**src/logic/usbis_pkg.sv**
```systemverilog
// package of constants and types for the usb device interrupt status block
//
// Notes on behaviour
// - 32-bit status register, four bytes, at address 18H, read and write.
// - a flag sets on its hardware event and stays set until cleared.
// - interrupt output high while any status bit is set, low when all zero.
// - endpoint flags: ep0 receive at bit 10 up to ep7 transmit at 25.
// - bus reset bit 0, frame 1, pseudo frame 2, suspend 3, resume 4.
// - dma events share one summary flag at bit 6.
// - writing 1 clears a non-dma flag, writing 0 leaves it alone.
// - dma flag clears through a write-1 to the dma reason register or a bus reset, not a status write.
// - control setup flag at bit 8 sets on a setup token on endpoint 0.
// - bit 5 sets on full to high speed change, not on suspend.
// - pseudo frames made inside, 1 ms full speed, 125 us high speed.
// - dma summary flag sets whenever the dma status contents change.
package usbis_pkg;

  // ************************************************************
  // register map
  // ************************************************************
  localparam logic [7:0] USBIS_ADDR_STATUS = 8'h18;
  localparam logic [31:0] USBIS_STATUS_RESET = 32'h0000_0000;
  // bits 31..26, 9 and 7 are reserved
  localparam logic [31:0] USBIS_IMPL_MASK = 32'h03FF_FD7F;
  localparam int USBIS_NUM_EP = 8;

  // ************************************************************
  // field positions
  // ************************************************************
  localparam int USBIS_BIT_BUS_RESET = 0;
  localparam int USBIS_BIT_FRAME = 1;
  localparam int USBIS_BIT_PSEUDO_FRAME = 2;
  localparam int USBIS_BIT_SUSPEND = 3;
  localparam int USBIS_BIT_RESUME = 4;
  localparam int USBIS_BIT_HIGH_SPEED = 5;
  localparam int USBIS_BIT_DMA = 6;
  localparam int USBIS_BIT_SETUP = 8;
  localparam int USBIS_BIT_EP_BASE = 10;

  // ************************************************************
  // timing
  // ************************************************************
  localparam int USBIS_CLK_PERIOD_PS = 5000;
  localparam int USBIS_FS_FRAME_US = 1000;
  localparam int USBIS_HS_FRAME_US = 125;
  localparam int USBIS_FS_FRAME_CYC = USBIS_FS_FRAME_US * 1000000 / USBIS_CLK_PERIOD_PS;
  localparam int USBIS_HS_FRAME_CYC = USBIS_HS_FRAME_US * 1000000 / USBIS_CLK_PERIOD_PS;
  localparam int USBIS_FRAME_CNT_W = 18;

  // ************************************************************
  // carriers
  // ************************************************************
  typedef struct packed {
    logic bus_reset;
    logic frame_marker;
    logic suspend_entry;
    logic resume;
    logic high_speed;
    logic setup_received;
    logic [USBIS_NUM_EP-1:0] ep_receive;
    logic [USBIS_NUM_EP-1:0] ep_transmit;
  } usbis_event_s;

  typedef struct packed {
    logic sel;
    logic wr;
    logic [7:0] addr;
    logic [31:0] wdata;
  } usbis_bus_s;

endpackage : usbis_pkg

```
**src/logic/usbis_pseudo_frame.sv**
```systemverilog
// pseudo frame marker generator locked to received frame markers
`timescale 1ns/100ps
`default_nettype none
module usbis_pseudo_frame
  import usbis_pkg::*;
(
  input wire logic clk_sys,
  input wire logic rst,
  input wire logic high_speed,
  input wire logic frame_marker,
  output logic pseudo_tick
);
  logic [USBIS_FRAME_CNT_W-1:0] cnt_r;
  logic [USBIS_FRAME_CNT_W-1:0] cnt_nxt;
  logic [USBIS_FRAME_CNT_W-1:0] period;
  logic tick_r;
  logic tick_nxt;

  // a real marker restarts the count so the internal frame tracks the bus
  always_comb begin
    period = high_speed ? USBIS_FRAME_CNT_W'(USBIS_HS_FRAME_CYC - 1)
                        : USBIS_FRAME_CNT_W'(USBIS_FS_FRAME_CYC - 1);
    tick_nxt = 1'b0;
    if (frame_marker) begin
      cnt_nxt = '0;
      tick_nxt = 1'b1;
    end else if (cnt_r >= period) begin
      cnt_nxt = '0;
      tick_nxt = 1'b1;
    end else begin
      cnt_nxt = cnt_r + 1'b1;
    end
  end

  // registers
  always_ff @(posedge clk_sys) begin
    if (rst) begin
      cnt_r <= '0;
      tick_r <= 1'b0;
    end else begin
      cnt_r <= cnt_nxt;
      tick_r <= tick_nxt;
    end
  end

  assign pseudo_tick = tick_r;
endmodule : usbis_pseudo_frame
`default_nettype wire

```
**src/logic/usbis_top.sv**
```systemverilog
// interrupt status register with interrupt request output
`timescale 1ns/100ps
`default_nettype none
module usbis_top
  import usbis_pkg::*;
(
  input wire logic clk_sys,
  input wire logic rst,
  input wire usbis_pkg::usbis_bus_s bus,
  output logic [31:0] rdata,
  input wire usbis_pkg::usbis_event_s evt,
  input wire logic [15:0] dma_status,
  input wire logic dma_reason_clear,
  output logic irq
);
  import usbis_pkg::*;

  // ************************************************************
  // state
  // ************************************************************
  logic [31:0] status_r;
  logic [31:0] status_nxt;
  logic [31:0] rdata_r;
  logic [31:0] rdata_nxt;
  logic irq_r;
  logic irq_nxt;
  logic [15:0] dma_prev_r;
  logic hs_prev_r;
  logic pseudo_tick;
  logic [31:0] set_vec;
  logic [31:0] clr_vec;
  logic wr_hit;

  // ************************************************************
  // pseudo frame source
  // ************************************************************
  usbis_pseudo_frame u_pseudo (
    .clk_sys(clk_sys),
    .rst(rst),
    .high_speed(evt.high_speed),
    .frame_marker(evt.frame_marker),
    .pseudo_tick(pseudo_tick)
  );

  // one decode serves both directions, so reads and writes cannot drift apart
  function automatic logic addr_hit(input usbis_bus_s b, input logic want_wr);
    return b.sel && (b.wr == want_wr) && (b.addr == USBIS_ADDR_STATUS);
  endfunction : addr_hit

  // event set vector and write-one-to-clear vector
  always_comb begin
    wr_hit = addr_hit(bus, 1'b1);
    set_vec = '0;
    set_vec[USBIS_BIT_BUS_RESET] = evt.bus_reset;
    set_vec[USBIS_BIT_FRAME] = evt.frame_marker;
    set_vec[USBIS_BIT_PSEUDO_FRAME] = pseudo_tick;
    set_vec[USBIS_BIT_SUSPEND] = evt.suspend_entry;
    set_vec[USBIS_BIT_RESUME] = evt.resume;
    // only the rising edge of high speed; dropping into suspend never sets it
    set_vec[USBIS_BIT_HIGH_SPEED] = evt.high_speed && !hs_prev_r;
    set_vec[USBIS_BIT_DMA] = (dma_status != dma_prev_r);
    set_vec[USBIS_BIT_SETUP] = evt.setup_received;
    for (int i = 0; i < USBIS_NUM_EP; i++) begin
      set_vec[USBIS_BIT_EP_BASE + 2 * i] = evt.ep_receive[i];
      set_vec[USBIS_BIT_EP_BASE + 2 * i + 1] = evt.ep_transmit[i];
    end
    clr_vec = wr_hit ? bus.wdata : '0;
    clr_vec[USBIS_BIT_DMA] = dma_reason_clear;
  end

  // status next value; set beats clear, reserved bits forced to zero
  always_comb begin
    status_nxt = ((status_r & ~clr_vec) | set_vec) & USBIS_IMPL_MASK;
    // a bus reset wipes the register; its own flag then records it
    if (evt.bus_reset) begin
      status_nxt = '0;
      status_nxt[USBIS_BIT_BUS_RESET] = 1'b1;
    end
    irq_nxt = |status_nxt;
    rdata_nxt = addr_hit(bus, 1'b0) ? status_nxt : '0;
  end

  // registers; edge trackers follow their inputs through reset so that a
  // level already present at release is not mistaken for a fresh change
  always_ff @(posedge clk_sys) begin
    if (rst) begin
      status_r <= USBIS_STATUS_RESET;
      rdata_r <= '0;
      irq_r <= 1'b0;
      dma_prev_r <= dma_status;
      hs_prev_r <= evt.high_speed;
    end else begin
      status_r <= status_nxt;
      rdata_r <= rdata_nxt;
      irq_r <= irq_nxt;
      dma_prev_r <= dma_status;
      hs_prev_r <= evt.high_speed;
    end
  end

  assign rdata = rdata_r;
  assign irq = irq_r;
endmodule : usbis_top
`default_nettype wire

```
**config.mk**
```make
export PLATFORM = sky130hd
export DESIGN_NAME = usbis_top
export DESIGN_NICKNAME = d
export VERILOG_FILES = /design/src/logic/usbis_pkg.sv /design/src/logic/usbis_pseudo_frame.sv /design/src/logic/usbis_top.sv
export SDC_FILE = /design/constraint.sdc
export NUM_CORES = 1
export LEC_CHECK = 0
export ABC_CLOCK_PERIOD_IN_PS = 2800
export BUFFER_PORTS_ARGS = -buffer_cell sky130_fd_sc_hd__buf_4
export CORE_ASPECT_RATIO = 0.5
export CORE_MARGIN = 2
export CORE_UTILIZATION = 49
export DETAILED_ROUTE_END_ITERATION = 6
export GPL_TIMING_DRIVEN = 0
export PLACE_DENSITY = 0.79
export SLEW_MARGIN = 10
export SYNTH_ARGS = -nofsm -noshare
export SYNTH_HDL_FRONTEND = slang
export SYNTH_SLANG_ARGS = --single-unit
export TNS_END_PERCENT = 10
```
**constraint.sdc**
```tcl
create_clock -name clk_sys -period 2.8 [get_ports clk_sys]
set_input_delay 0.84 -clock clk_sys [delete_from_list [all_inputs] [get_ports clk_sys]]
set_output_delay 0.84 -clock clk_sys [all_outputs]
set_load 0.02 [all_outputs]
```
# Word level (Yosys, flattened, before mapping)
# Cells that the tools add are included.
[op_classes] n_addsub=1 n_reduce_logical=9 n_eq_ne=2 order_cmp=1 bitwise_logic=5 n_mux=5
[op_table] cell="$mux W26" count=2
[op_table] cell="$reduce_or A32 Y1" count=1
[op_table] cell="$and A26 B26 Y26" count=1
[op_table] cell="$not A26 Y26" count=1
[op_table] cell="$or A26 B26 Y26" count=1
[op_table] cell="$add A18 B1 Y18 const B" count=1
[op_table] cell="$ge A18 B18 Y1" count=1
[op_table] cell="$mux W18" count=1
[op_table] cell="$ne A16 B16 Y1" count=1
[op_table] cell="$eq A8 B5 Y1 const B" count=1
[op_table] cell="$logic_and A1 B1 Y1" count=5
[op_table] cell="$reduce_or A3 Y1" count=1
[op_table] cell="$mux W1" count=2
[op_table] cell="$not A1 Y1" count=2
[op_table] cell="$reduce_or A2 Y1" count=1
[op_table] cell="$logic_not A1 Y1" count=1
[totals] regBits=89 in_bits=83

# Longest topological paths before layout
# Gate-level depths: netlist of run 1.
[logic_depth] ltp_word=8 mapped_depth=9

# Hierarchy
# Synthesis of run 1 repeated with hierarchy kept, for this count alone.
[unflattened] cells_unflattened=343 area_unflattened_um2=3375.7
[modules_own_cells] mod="usbis_top" instances=1 seq_area_each_um2=1321.3 area_each_um2=2337.2 cells_each=232
[modules_own_cells] mod="usbis_pseudo_frame" instances=1 seq_area_each_um2=380.4 area_each_um2=1038.5 cells_each=111

# Least setup slack after synthesis of run 1
# No wires, ideal clock.
[synth_path] path_kind="in2reg" from="input port evt[17] in the netlist's numbering" to="register u_pseudo.cnt_r[10]" setup_slack_ns=0.369 t_arrival_ns=2.367 path_buffers=1 cell_stages=9 cell_sequence="inv_1 ha_1 a21o_1 a21oi_1 o41ai_1 a221oi_1 o21ai_2 buf_2 nor2_1"
[synth_via] elab_chain_len=3
[synth_rtl] element="start: declaration" line_no="usbis_top.sv:11" rtl="input wire usbis_pkg::usbis_event_s evt,"
[synth_rtl] element="$mux W18" line_no="usbis_pseudo_frame.sv:21" rtl="period = high_speed ? USBIS_FRAME_CNT_W'(USBIS_HS_FRAME_CYC - 1)"
[synth_rtl] element="$ge A18 B18 Y1" line_no="usbis_pseudo_frame.sv:27" rtl="end else if (cnt_r >= period) begin"
[synth_rtl] element="$reduce_or A3 Y1 (no source line)"
[synth_rtl] element="end signal: assignment" line_no="usbis_pseudo_frame.sv:41" rtl="cnt_r <= cnt_nxt;"
[synth_rtl] element="end: declaration" line_no="usbis_pseudo_frame.sv:13" rtl="logic [USBIS_FRAME_CNT_W-1:0] cnt_r;"
# No other way between the ends.
# A chain may end at the register's enable or synchronous reset.

# Worst setup path after layout of run 1
[layout_path] from="input port evt[17] in the netlist's numbering" to="register u_pseudo.cnt_r[9]"
# The elaborated chain is that of the path after synthesis.

==> results of run 1 <==
==> Yosys cell counts (2+ instances only) <==
master and n:
nand3_1 7, o221ai_1 9, o21ai_1 3, ha_1 10
nor4b_4 2, a21boi_0 3, and3_1 3, inv_1 6
nand2_1 13, xnor2_1 23, nor3_1 3, clkbuf_1 7
nor2_1 74, a21oi_1 13, xor2_1 9, a41o_1 2
nand2b_1 9, buf_4 9, and4_1 4, and2_1 8
o21ai_0 3, dfxtp_1 85, nand4_1 13
==> path summary, 6_finish.rpt <==
check                      endpoint  slack [ns]  depth (start not counted)
setup / recovery  u_pseudo.cnt_r[9]        0.16                          9
hold / removal    u_pseudo.cnt_r[0]        0.46                          1
setup reg to reg  u_pseudo.cnt_r[9]        0.45                          8
hold reg to reg   u_pseudo.cnt_r[0]        0.46                          1
==> per-stage QoR <==
stage | setup slack [ns] | power, mW | utilization [%] | hold slack [ns]
after floorplan | 0.369 | 1.39 | - | 0.430
after global placement | -0.105 | 1.49 | 66.0 | 0.443
after detailed placement | -0.252 | 1.50 | 66.0 | 0.451
after CTS | 0.0923 | 2.66 | 70.8 | 0.464
after global routing | 0.0111 | 2.74 | 70.9 | 0.479
final | 0.161 | 2.64 | 70.9 | 0.460
==> layout make-up <==
cell class              count  area, µm²  share of cell area, %
multi-input cells         235       1470                   33.2
flip-flops and latches     85       1700                   38.5
clock inverters             7       71.3                   1.61
plain buffers              17       98.8                   2.24
repair buffers             96        721                   16.3
well taps                  88        110                   2.49
inverters                   6       22.5                  0.510
clock buffers               9        225                   5.10
==> kinds of logic (layout without fill, tap and decap cells) <==
| kind of cell | count (synthesis) | in the layout | synth area share [%] |
|---|---|---|---|
| flops | 85 | 85 | 52.2 |
| compound gates | 42 | 42 | 8.95 |
| other cells | 1 | 8 | 0.115 |
| xor+xnor | 32 | 32 | 8.61 |
| fa+ha+maj | 10 | 10 | 3.84 |
| buf+inv | 23 | 135 | 3.73 |
| simple gates | 143 | 143 | 22.5 |
==> what timing repair did <==
action / CTS / global route
endpoints found under the hold margin: 0 / 0
endpoints found under the setup margin: 0 / 9
resized for setup: 0 / 1
==> power groups by stage <==
stage	registers, mW	logic [mW]	clock network (mW)
2_1_floorplan	1.28	0.107	0
3_3_place_gp	1.28	0.213	0
3_5_place_dp	1.28	0.222	0
4_1_cts	1.25	0.224	1.18
5_1_grt	1.26	0.246	1.24
6_report	1.25	0.226	1.16
==> worst reg2reg max path, stage by stage, from the launching register on <==
cell      delay (ns)
dfxtp_1         0.37
ha_1            0.26
a31o_2          0.18
a21oi_1         0.06
o41ai_1         0.47
a221oi_2        0.15
o21ai_2         0.38
buf_2           0.30
nor2_1          0.07
==> routing by layer <==
metal	track usage (%)	routed length [µm]	up-vias
met4	8.74	138	0
met2	42.0	4050	72
li1	-	-	1366
met3	7.41	430	14
met5	0	0	-
met1	23.4	3150	1298
==> flip-flops by register name (all words and copies together) (netlist names) <==
name                  cells
rdata                    24
status_r                 24
u_pseudo.cnt_r           18
dma_prev_r               16
hs_prev_r                 1
irq                       1
u_pseudo.pseudo_tick      1
==> reports/results.tsv, run 1 <==
metric	value	unit
seqPwrFrac	47.5	%
start_kind	primary input	
arrival	2.86	ns
layout_commonest_cell	buf_4	
die_height	61.7	µm
ys_warn_count	0	
place_inst	527	
antenna_found_initial	0	
netlist_instances	336	
mappedNetlistArea	0.00326	mm²
port_buffers	96	
grt_usage	21.9	%
route.detailed.drc	0	
combPwrFrac	8.5	%
critPathBufInv	2	
hold_path_class	flop to flop	
worst_pin_slew	0.557	ns
fin_skew	0.00666	ns
firstDrtPassIters	7	
slew_headroom	62.7	%
synth-edff-count	0	
crit_fanout	10	
critPathLaunch	evt[17]	
design.die.area	0.00735	mm²
worstSkewPairLatency	0.34	ns
wl	7770	µm
die_x	119	µm
power_frac_clock	43.9	%
routedWlPerCell	14.3	µm
crit_required	3.02	ns
first_global_vias	2690	
layout-drive-gt1-share	28.4	%
syn_area_per_cell	9.69	µm²
hold_viol_final	0	
period_share	94.3	%
cts.sinks	85	
overflow	0	
nNetsFinal	543	
max_stage_delay	0.47	ns
nFillCells	462	
antenna_cells	0	
status	completed	
coreArea	0.00623	mm²
postCtsSetupBuffers	0	
cts-root-buf	clkbuf_16	
cts_buffer_depth	2	
ys.flop_type	dfxtp_1	
routed_via_density	5.06	
dpl_cell_area	0.00411	mm²
finalSetupViolCount	0	
finalSetupTns	0	ns
rows	20	
synth_area_leaders	dfxtp_1 (52%), nor2_1 (8.5%), xnor2_1 (6.2%)	
cts_tree	built	
worstSetupPathType	primary input to flop	
syn_to_final_growth	35.6	%
cts.clk_slew.worst_paths	0.06	ns
synth_top_cell_area_share	52.2	%
final_cell_count_no_fill	543	
switchingPower	585	µW
switching_share	22.1	%
ys_types	41	
hpwl	5870	µm
grt_start_max_net_pins	16	
cts_buffers	9	
slew_viol_final	0	
async_flop_share	0	%
grt_setup_unrepaired	false	
mostFrequentLayoutCells	buf_4 (105), dfxtp_1 (85), nor2_1 (74), xnor2_1 (23)	
p_int	2.06	mW
dr.first_iter.drc_count	128	
io-pin-count	116	
final_cell_area	0.00442	mm²
critPathCaptureType	flop	
max_cap_viol_count	0	
route.vias.total	2750	
path_delay_family	compound AO/OA/AOI/OAI gates	
ctsHtreeMaxLevel	3	
postRouteAntennaNets	0	
crit_path_top_delay_cell	o41ai_1	
ys_seq_area_share	52.2	%
peakVddDrop	0.000319	V
grt_pass1_wl	12100	µm
reg2reg_from	u_pseudo.cnt_r[0]	
worstPathCellList	buf_4, ha_1, a31o_2, a21oi_1, o41ai_1, a221oi_2, o21ai_2, buf_2, nor2_1	
place_congestion	0.794	
yosysTopAreaCell	dfxtp_1	
fin_crit	2.64	ns
ys_seq_elements	85	
powerDensity	598	mW/mm²
initial_utilization	52.3	%
leakagePower	1.91	nW
hp-start	u_pseudo.cnt_r[0]	
holdBufCountCts	0	
fmax	379	MHz
Power figures use the tool's default switching activity.
==> run 2: changes to the inputs <==
--- a/config.mk
+++ b/config.mk
@@ -13,6 +13,7 @@
 export DETAILED_ROUTE_END_ITERATION = 6
 export GPL_TIMING_DRIVEN = 0
 export PLACE_DENSITY = 0.79
+export RECOVER_POWER = 100
 export SLEW_MARGIN = 10
 export SYNTH_ARGS = -nofsm -noshare
 export SYNTH_HDL_FRONTEND = slang
==> run 2 against run 1 <==
Setup slack got worse by 0.0022 ns. Final area down 3.4%. Count of clock-buffer cells in the layout unchanged. Cell count unchanged. Maximum frequency is essentially flat. Register-to-register slack barely moved. Flip-flop and latch count is the same. Sequential power hardly changed. Critical endpoint unchanged. Power is 0.28% lower. Critical path type unchanged. Combinational power shrank 5%. Sequential share of layout area increased by 1.4 points.
==> reports/results.tsv, run 2 (same netlist as run 1, synthesis figures left out) <==
metric	value	unit	change
status	completed		unchanged
reg2reg_slack	0.44	ns	was 0.45 ns
port_buffers	96		unchanged
firstDrtPassIters	6		was 7
route.detailed.drc	0		unchanged
path_delay_family	compound AO/OA/AOI/OAI gates		unchanged
hpwl	5870	µm	unchanged
leakagePower	1.75	nW	was 1.91 nW
die_x	119	µm	unchanged
reg2regPathDepth	8		unchanged
fin_crit	2.64	ns	about the same
antenna_found_initial	0		unchanged
powerDensity	617	mW/mm²	was 598 mW/mm²
crit_fanout	10		unchanged
worstSetupPathType	primary input to flop		unchanged
syn_to_final_growth	31.0	%	was 35.6%
period_share	94.3	%	about the same
slew_viol_final	0		unchanged
design.die.area	0.00735	mm²	unchanged
antenna_cells	0		unchanged
postCtsSetupBuffers	0		unchanged
holdPathEnd	u_pseudo.cnt_r[0]		unchanged
start_kind	primary input		unchanged
mostFrequentLayoutCells	dfxtp_1 (85), nor2_1 (74), buf_4 (63), clkbuf_1 (47), xnor2_1 (23)		was buf_4 (105), dfxtp_1 (85), nor2_1 (74), xnor2_1 (23)
hp-start	u_pseudo.cnt_r[0]		unchanged
grt_start_max_net_pins	16		unchanged
finalSetupViolCount	0		unchanged
fin_skew	0.00606	ns	was 0.00666 ns
grt_usage	21.9	%	unchanged
max_cap_viol_count	0		unchanged
layout-drive-gt1-share	19.6	%	was 28.4%
ctsHtreeMaxLevel	3		unchanged
peakVddDrop	0.000319	V	about the same
routed_via_density	5.11		was 5.06
die_height	61.7	µm	unchanged
critPathCaptureType	flop		unchanged
crit_path_top_delay_cell	o41ai_1		unchanged
routedWlPerCell	14.3	µm	about the same
arrival	2.86	ns	about the same
fmax	379	MHz	about the same
cts_buffer_depth	2		unchanged
cts.sinks	85		unchanged
whs_path_depth	1		unchanged
cts-root-buf	clkbuf_16		unchanged
preCtsSetupSlack	-0.252	ns	unchanged
critPathBufInv	2		unchanged
holdBufCountCts	0		unchanged
rows	20		unchanged
initial_utilization	52.3	%	unchanged
grt_pass1_wl	12100	µm	unchanged
nNetsFinal	543		unchanged
worstSkewPairLatency	0.34	ns	about the same
cts_tree	built		unchanged
crit_required	3.02	ns	about the same
cts-resized-gates	0		unchanged
grt_setup_unrepaired	false		unchanged
reg2reg_to	u_pseudo.cnt_r[9]		unchanged
max_stage_delay	0.47	ns	about the same
layout_commonest_cell	dfxtp_1		was buf_4
dr.first_iter.drc_count	147		was 128
place_congestion	0.794		unchanged
postRouteAntennaNets	0		unchanged
finalSetupTns	0	ns	unchanged
worst_pin_slew	0.558	ns	was 0.557 ns
overflow	0		unchanged
cts.clk_slew.worst_paths	0.06	ns	about the same
io-pin-count	116		unchanged
hold_viol_final	0		unchanged
power	2.63	mW	was 2.64 mW
nFillCells	515		was 462
fin_ws	0.159	ns	was 0.161 ns
first_global_vias	2690		unchanged
route.vias.total	2773		was 2750
wl	7760	µm	was 7770 µm
coreArea	0.00623	mm²	unchanged
cts_buffers	9		unchanged
worstPathCellList	buf_4, ha_1, a31o_2, a21oi_1, o41ai_1, a221oi_2, o21ai_2, buf_2, nor2_1		unchanged
hold_path_class	flop to flop		unchanged
slew_headroom	62.6	%	was 62.7%
reg2reg_from	u_pseudo.cnt_r[0]		unchanged
## run 2: cell count changes in the layout (fill, tap and decap cells not counted)
cell      delta
clkbuf_1    +40
o21ai_0      +3
o21ai_1      -3
clkbuf_4     +2
buf_4       -42
## run 2: worst max-delay path by stage
stage          cells past startpoint    start            endpoint  slack, ns
6_report                           9  evt[17]   u_pseudo.cnt_r[9]       0.16
5_1_grt                            9  evt[17]   u_pseudo.cnt_r[9]       0.01
4_1_cts                           10  evt[17]   u_pseudo.cnt_r[6]       0.09
3_5_place_dp                      10  evt[17]   u_pseudo.cnt_r[6]      -0.25
3_3_place_gp                       9  evt[17]   u_pseudo.cnt_r[8]      -0.11
2_1_floorplan                      9  evt[17]  u_pseudo.cnt_r[10]       0.37
## run 2: metal layers
metal  GRT usage, %  wire length [µm]  up-vias
met1           23.4              3160     1309
li1               -                 -     1370
met2           42.0              4040       80
met4           8.74               139        0
met5              0                 0        -
met3           7.41               409       14
## run 2: area by class of cell
type                            instances  area (µm²)  share of cell area [%]
Timing Repair Buffer                   96         571                    13.4
Clock inverter                          7        71.3                    1.67
Tap cell                               88         110                    2.58
Sequential cell                        85        1700                    39.9
Buffer                                 17        98.8                    2.32
Clock buffer                            9         225                    5.28
Inverter                                6        22.5                   0.528
Multi-Input combinational cell        235        1470                    34.4
## run 2: per-stage QoR
stage	cell area, µm²	util [%]	hold WS [ns]	instances
6_report	4270	68.5	0.460	543
3_3_place_gp	4110	66.0	0.443	527
5_1_grt	4270	68.5	0.479	543
2_1_floorplan	3280	-	0.430	343
3_5_place_dp	4110	66.0	0.451	527
4_1_cts	4410	70.8	0.464	543
## run 2: where the power goes
part / switching (mW) / internal [mW]
Clock: 0.470 / 0.693
Sequential: 0.0123 / 1.24
Combinational: 0.105 / 0.111
Total: 0.587 / 2.05
==> run 3: changes to the inputs <==
--- a/config.mk
+++ b/config.mk
@@ -11,7 +11,8 @@
 export CORE_MARGIN = 2
 export CORE_UTILIZATION = 49
 export DETAILED_ROUTE_END_ITERATION = 6
-export GPL_TIMING_DRIVEN = 0
+export GPL_ROUTABILITY_DRIVEN = 0
+export GPL_TIMING_DRIVEN = 1
 export PLACE_DENSITY = 0.79
 export RECOVER_POWER = 100
 export SLEW_MARGIN = 10
==> run 3 against run 2 <==
Clock power up 12%. Setup slack worse by 0.0086 ns. Routed wire length barely moved. Global-route usage shrank 0.46 points. Hold slack better by 0.014 ns. Utilization is 0.56 points lower. Flip-flop and latch count unchanged. Clock skew fell by 0.0030 ns. Maximum frequency fell by 0.32%. Critical path depth down 2. Power grew 4.9%. Highest routed layer unchanged.
==> reports/results.tsv, run 3 (same netlist as run 1, synthesis figures left out) <==
metric	value	unit	change
layout-drive-gt1-share	18.0	%	was 19.6%
mostFrequentLayoutCells	dfxtp_1 (85), nor2_1 (74), buf_4 (58), clkbuf_1 (43), xnor2_1 (23)		was dfxtp_1 (85), nor2_1 (74), buf_4 (63), clkbuf_1 (47), xnor2_1 (23)
cts-root-buf	clkbuf_16		unchanged
leakagePower	1.72	nW	was 1.75 nW
initial_utilization	52.3	%	unchanged
route.vias.total	2697		was 2773
io-pin-count	116		unchanged
hpwl	5680	µm	was 5870 µm
hold_path_class	flop to flop		unchanged
ctsHtreeMaxLevel	3		unchanged
worst_pin_slew	0.659	ns	was 0.558 ns
dr_wl_met2	4040	µm	about the same
die_height	61.7	µm	unchanged
fmax	377	MHz	was 379 MHz
route.detailed.drc	0		unchanged
powerDensity	653	mW/mm²	was 617 mW/mm²
grt_start_max_net_pins	20		was 16
max_cap_viol_count	0		unchanged
preCtsSetupSlack	-0.125	ns	was -0.252 ns
start_kind	primary input		unchanged
overflow	0		unchanged
wl	7750	µm	was 7760 µm
crit_fanout	18		was 10
holdWs	0.473	ns	was 0.460 ns
cts.sinks	85		unchanged
status	completed		unchanged
fin_crit	2.65	ns	was 2.64 ns
met1Wirelength	3160	µm	about the same
cts_buffers	9		unchanged
worstSkewPairLatency	0.34	ns	about the same
routed-wl-met3	450	µm	was 409 µm
nNetsFinal	533		was 543
multi_input_area	0.00145	mm²	was 0.00147 mm²
die_x	119	µm	unchanged
peakVddDrop	0.000560	V	was 0.000319 V
antenna_found_initial	0		unchanged
grt_usage	21.5	%	was 21.9%
highest_layer	met4		unchanged
final_cell_count_no_fill	532		was 543
grt_setup_unrepaired	false		unchanged
holdBufCountCts	0		unchanged
antenna_cells	0		unchanged
cts_buffer_depth	2		unchanged
fin_ws	0.150	ns	was 0.159 ns
final-seq-area	0.00170	mm²	unchanged
power	2.76	mW	was 2.63 mW
worstSetupPathType	primary input to flop		unchanged
routed_via_density	5.07		was 5.11
period_share	94.6	%	was 94.3%
grt_pass1_wl	11900	µm	was 12100 µm
critPathCaptureType	flop		unchanged
nFillCells	504		was 515
hold_viol_final	0		unchanged
place_inst	517		was 527
cts_tree	built		unchanged
slew_headroom	56.1	%	was 62.6%
syn_to_final_growth	29.9	%	was 31.0%
dr.first_iter.drc_count	128		was 147
finalSetupViolCount	0		unchanged
cts-resized-gates	0		unchanged
slew_viol_final	0		unchanged
arrival	2.92	ns	was 2.86 ns
cts.clk_slew.worst_paths	0.06	ns	about the same
firstDrtPassIters	4		was 6
postCtsSetupBuffers	0		unchanged
rows	20		unchanged
crit_required	3.07	ns	was 3.02 ns
port_buffers	98		was 96
design.die.area	0.00735	mm²	unchanged
fin_skew	0.00309	ns	was 0.00606 ns
coreArea	0.00623	mm²	unchanged
routedWlPerCell	14.6	µm	was 14.3 µm
postRouteAntennaNets	0		unchanged
layout_commonest_cell	dfxtp_1		unchanged
first_global_vias	2599		was 2690
-- run 3: cell count changes in the layout (fill, tap and decap cells not counted), sizes merged --
| cell | delta |
|---|---|
| bufinv | +2 |
| clkbuf | -3 |
| clkinv | -2 |
| inv | -2 |
| buf | -6 |
-- run 3: worst max-delay path: stages --
cell	delay, ns
buf_4	0.10
clkbuf_1	0.25
ha_1	0.31
a211o_1	0.33
a221oi_1	0.62
o21ai_4	0.27
nor2_1	0.18
-- run 3: final timing paths --
check	start	end	slack, ns	depth (start not counted)
worst min-delay path	u_pseudo.cnt_r[0]	u_pseudo.cnt_r[0]	0.47	1
worst max register to register	u_pseudo.cnt_r[0]	u_pseudo.cnt_r[6]	0.39	7
worst min register to register	u_pseudo.cnt_r[0]	u_pseudo.cnt_r[0]	0.47	1
worst max-delay path	evt[17]	u_pseudo.cnt_r[6]	0.15	7
-- run 3: layer usage --
metal  up-vias  GRT usage [%]
li1       1346              -
met4         0           7.90
met5         -              0
met2        75           41.4
met1      1263           23.1
met3        13           7.04
-- run 3: metrics by stage --
| stage | TNS, ns | utilization [%] | instance area (µm²) |
|---|---|---|---|
| detailed placement | -1.57 | 65.3 | 4070 |
| global route | 0 | 67.9 | 4230 |
| CTS | 0 | 70.6 | 4400 |
| floorplan | 0 | - | 3280 |
| global placement | -0.695 | 65.3 | 4070 |
| finish | 0 | 67.9 | 4230 |
-- run 3: area by class of cell --
cell class / count / area share [%]
Sequential cell: 85 / 40.2
Clock inverter: 5 / 2.37
Timing Repair Buffer: 103 / 14.5
Clock buffer: 10 / 5.41
Inverter: 6 / 0.532
Multi-Input combinational cell: 235 / 34.3
Tap cell: 88 / 2.60
-- run 3: power breakdown --
group / switching [mW] / internal, mW
Clock: 0.440 / 0.862
Combinational: 0.101 / 0.105
Sequential: 0.0119 / 1.24
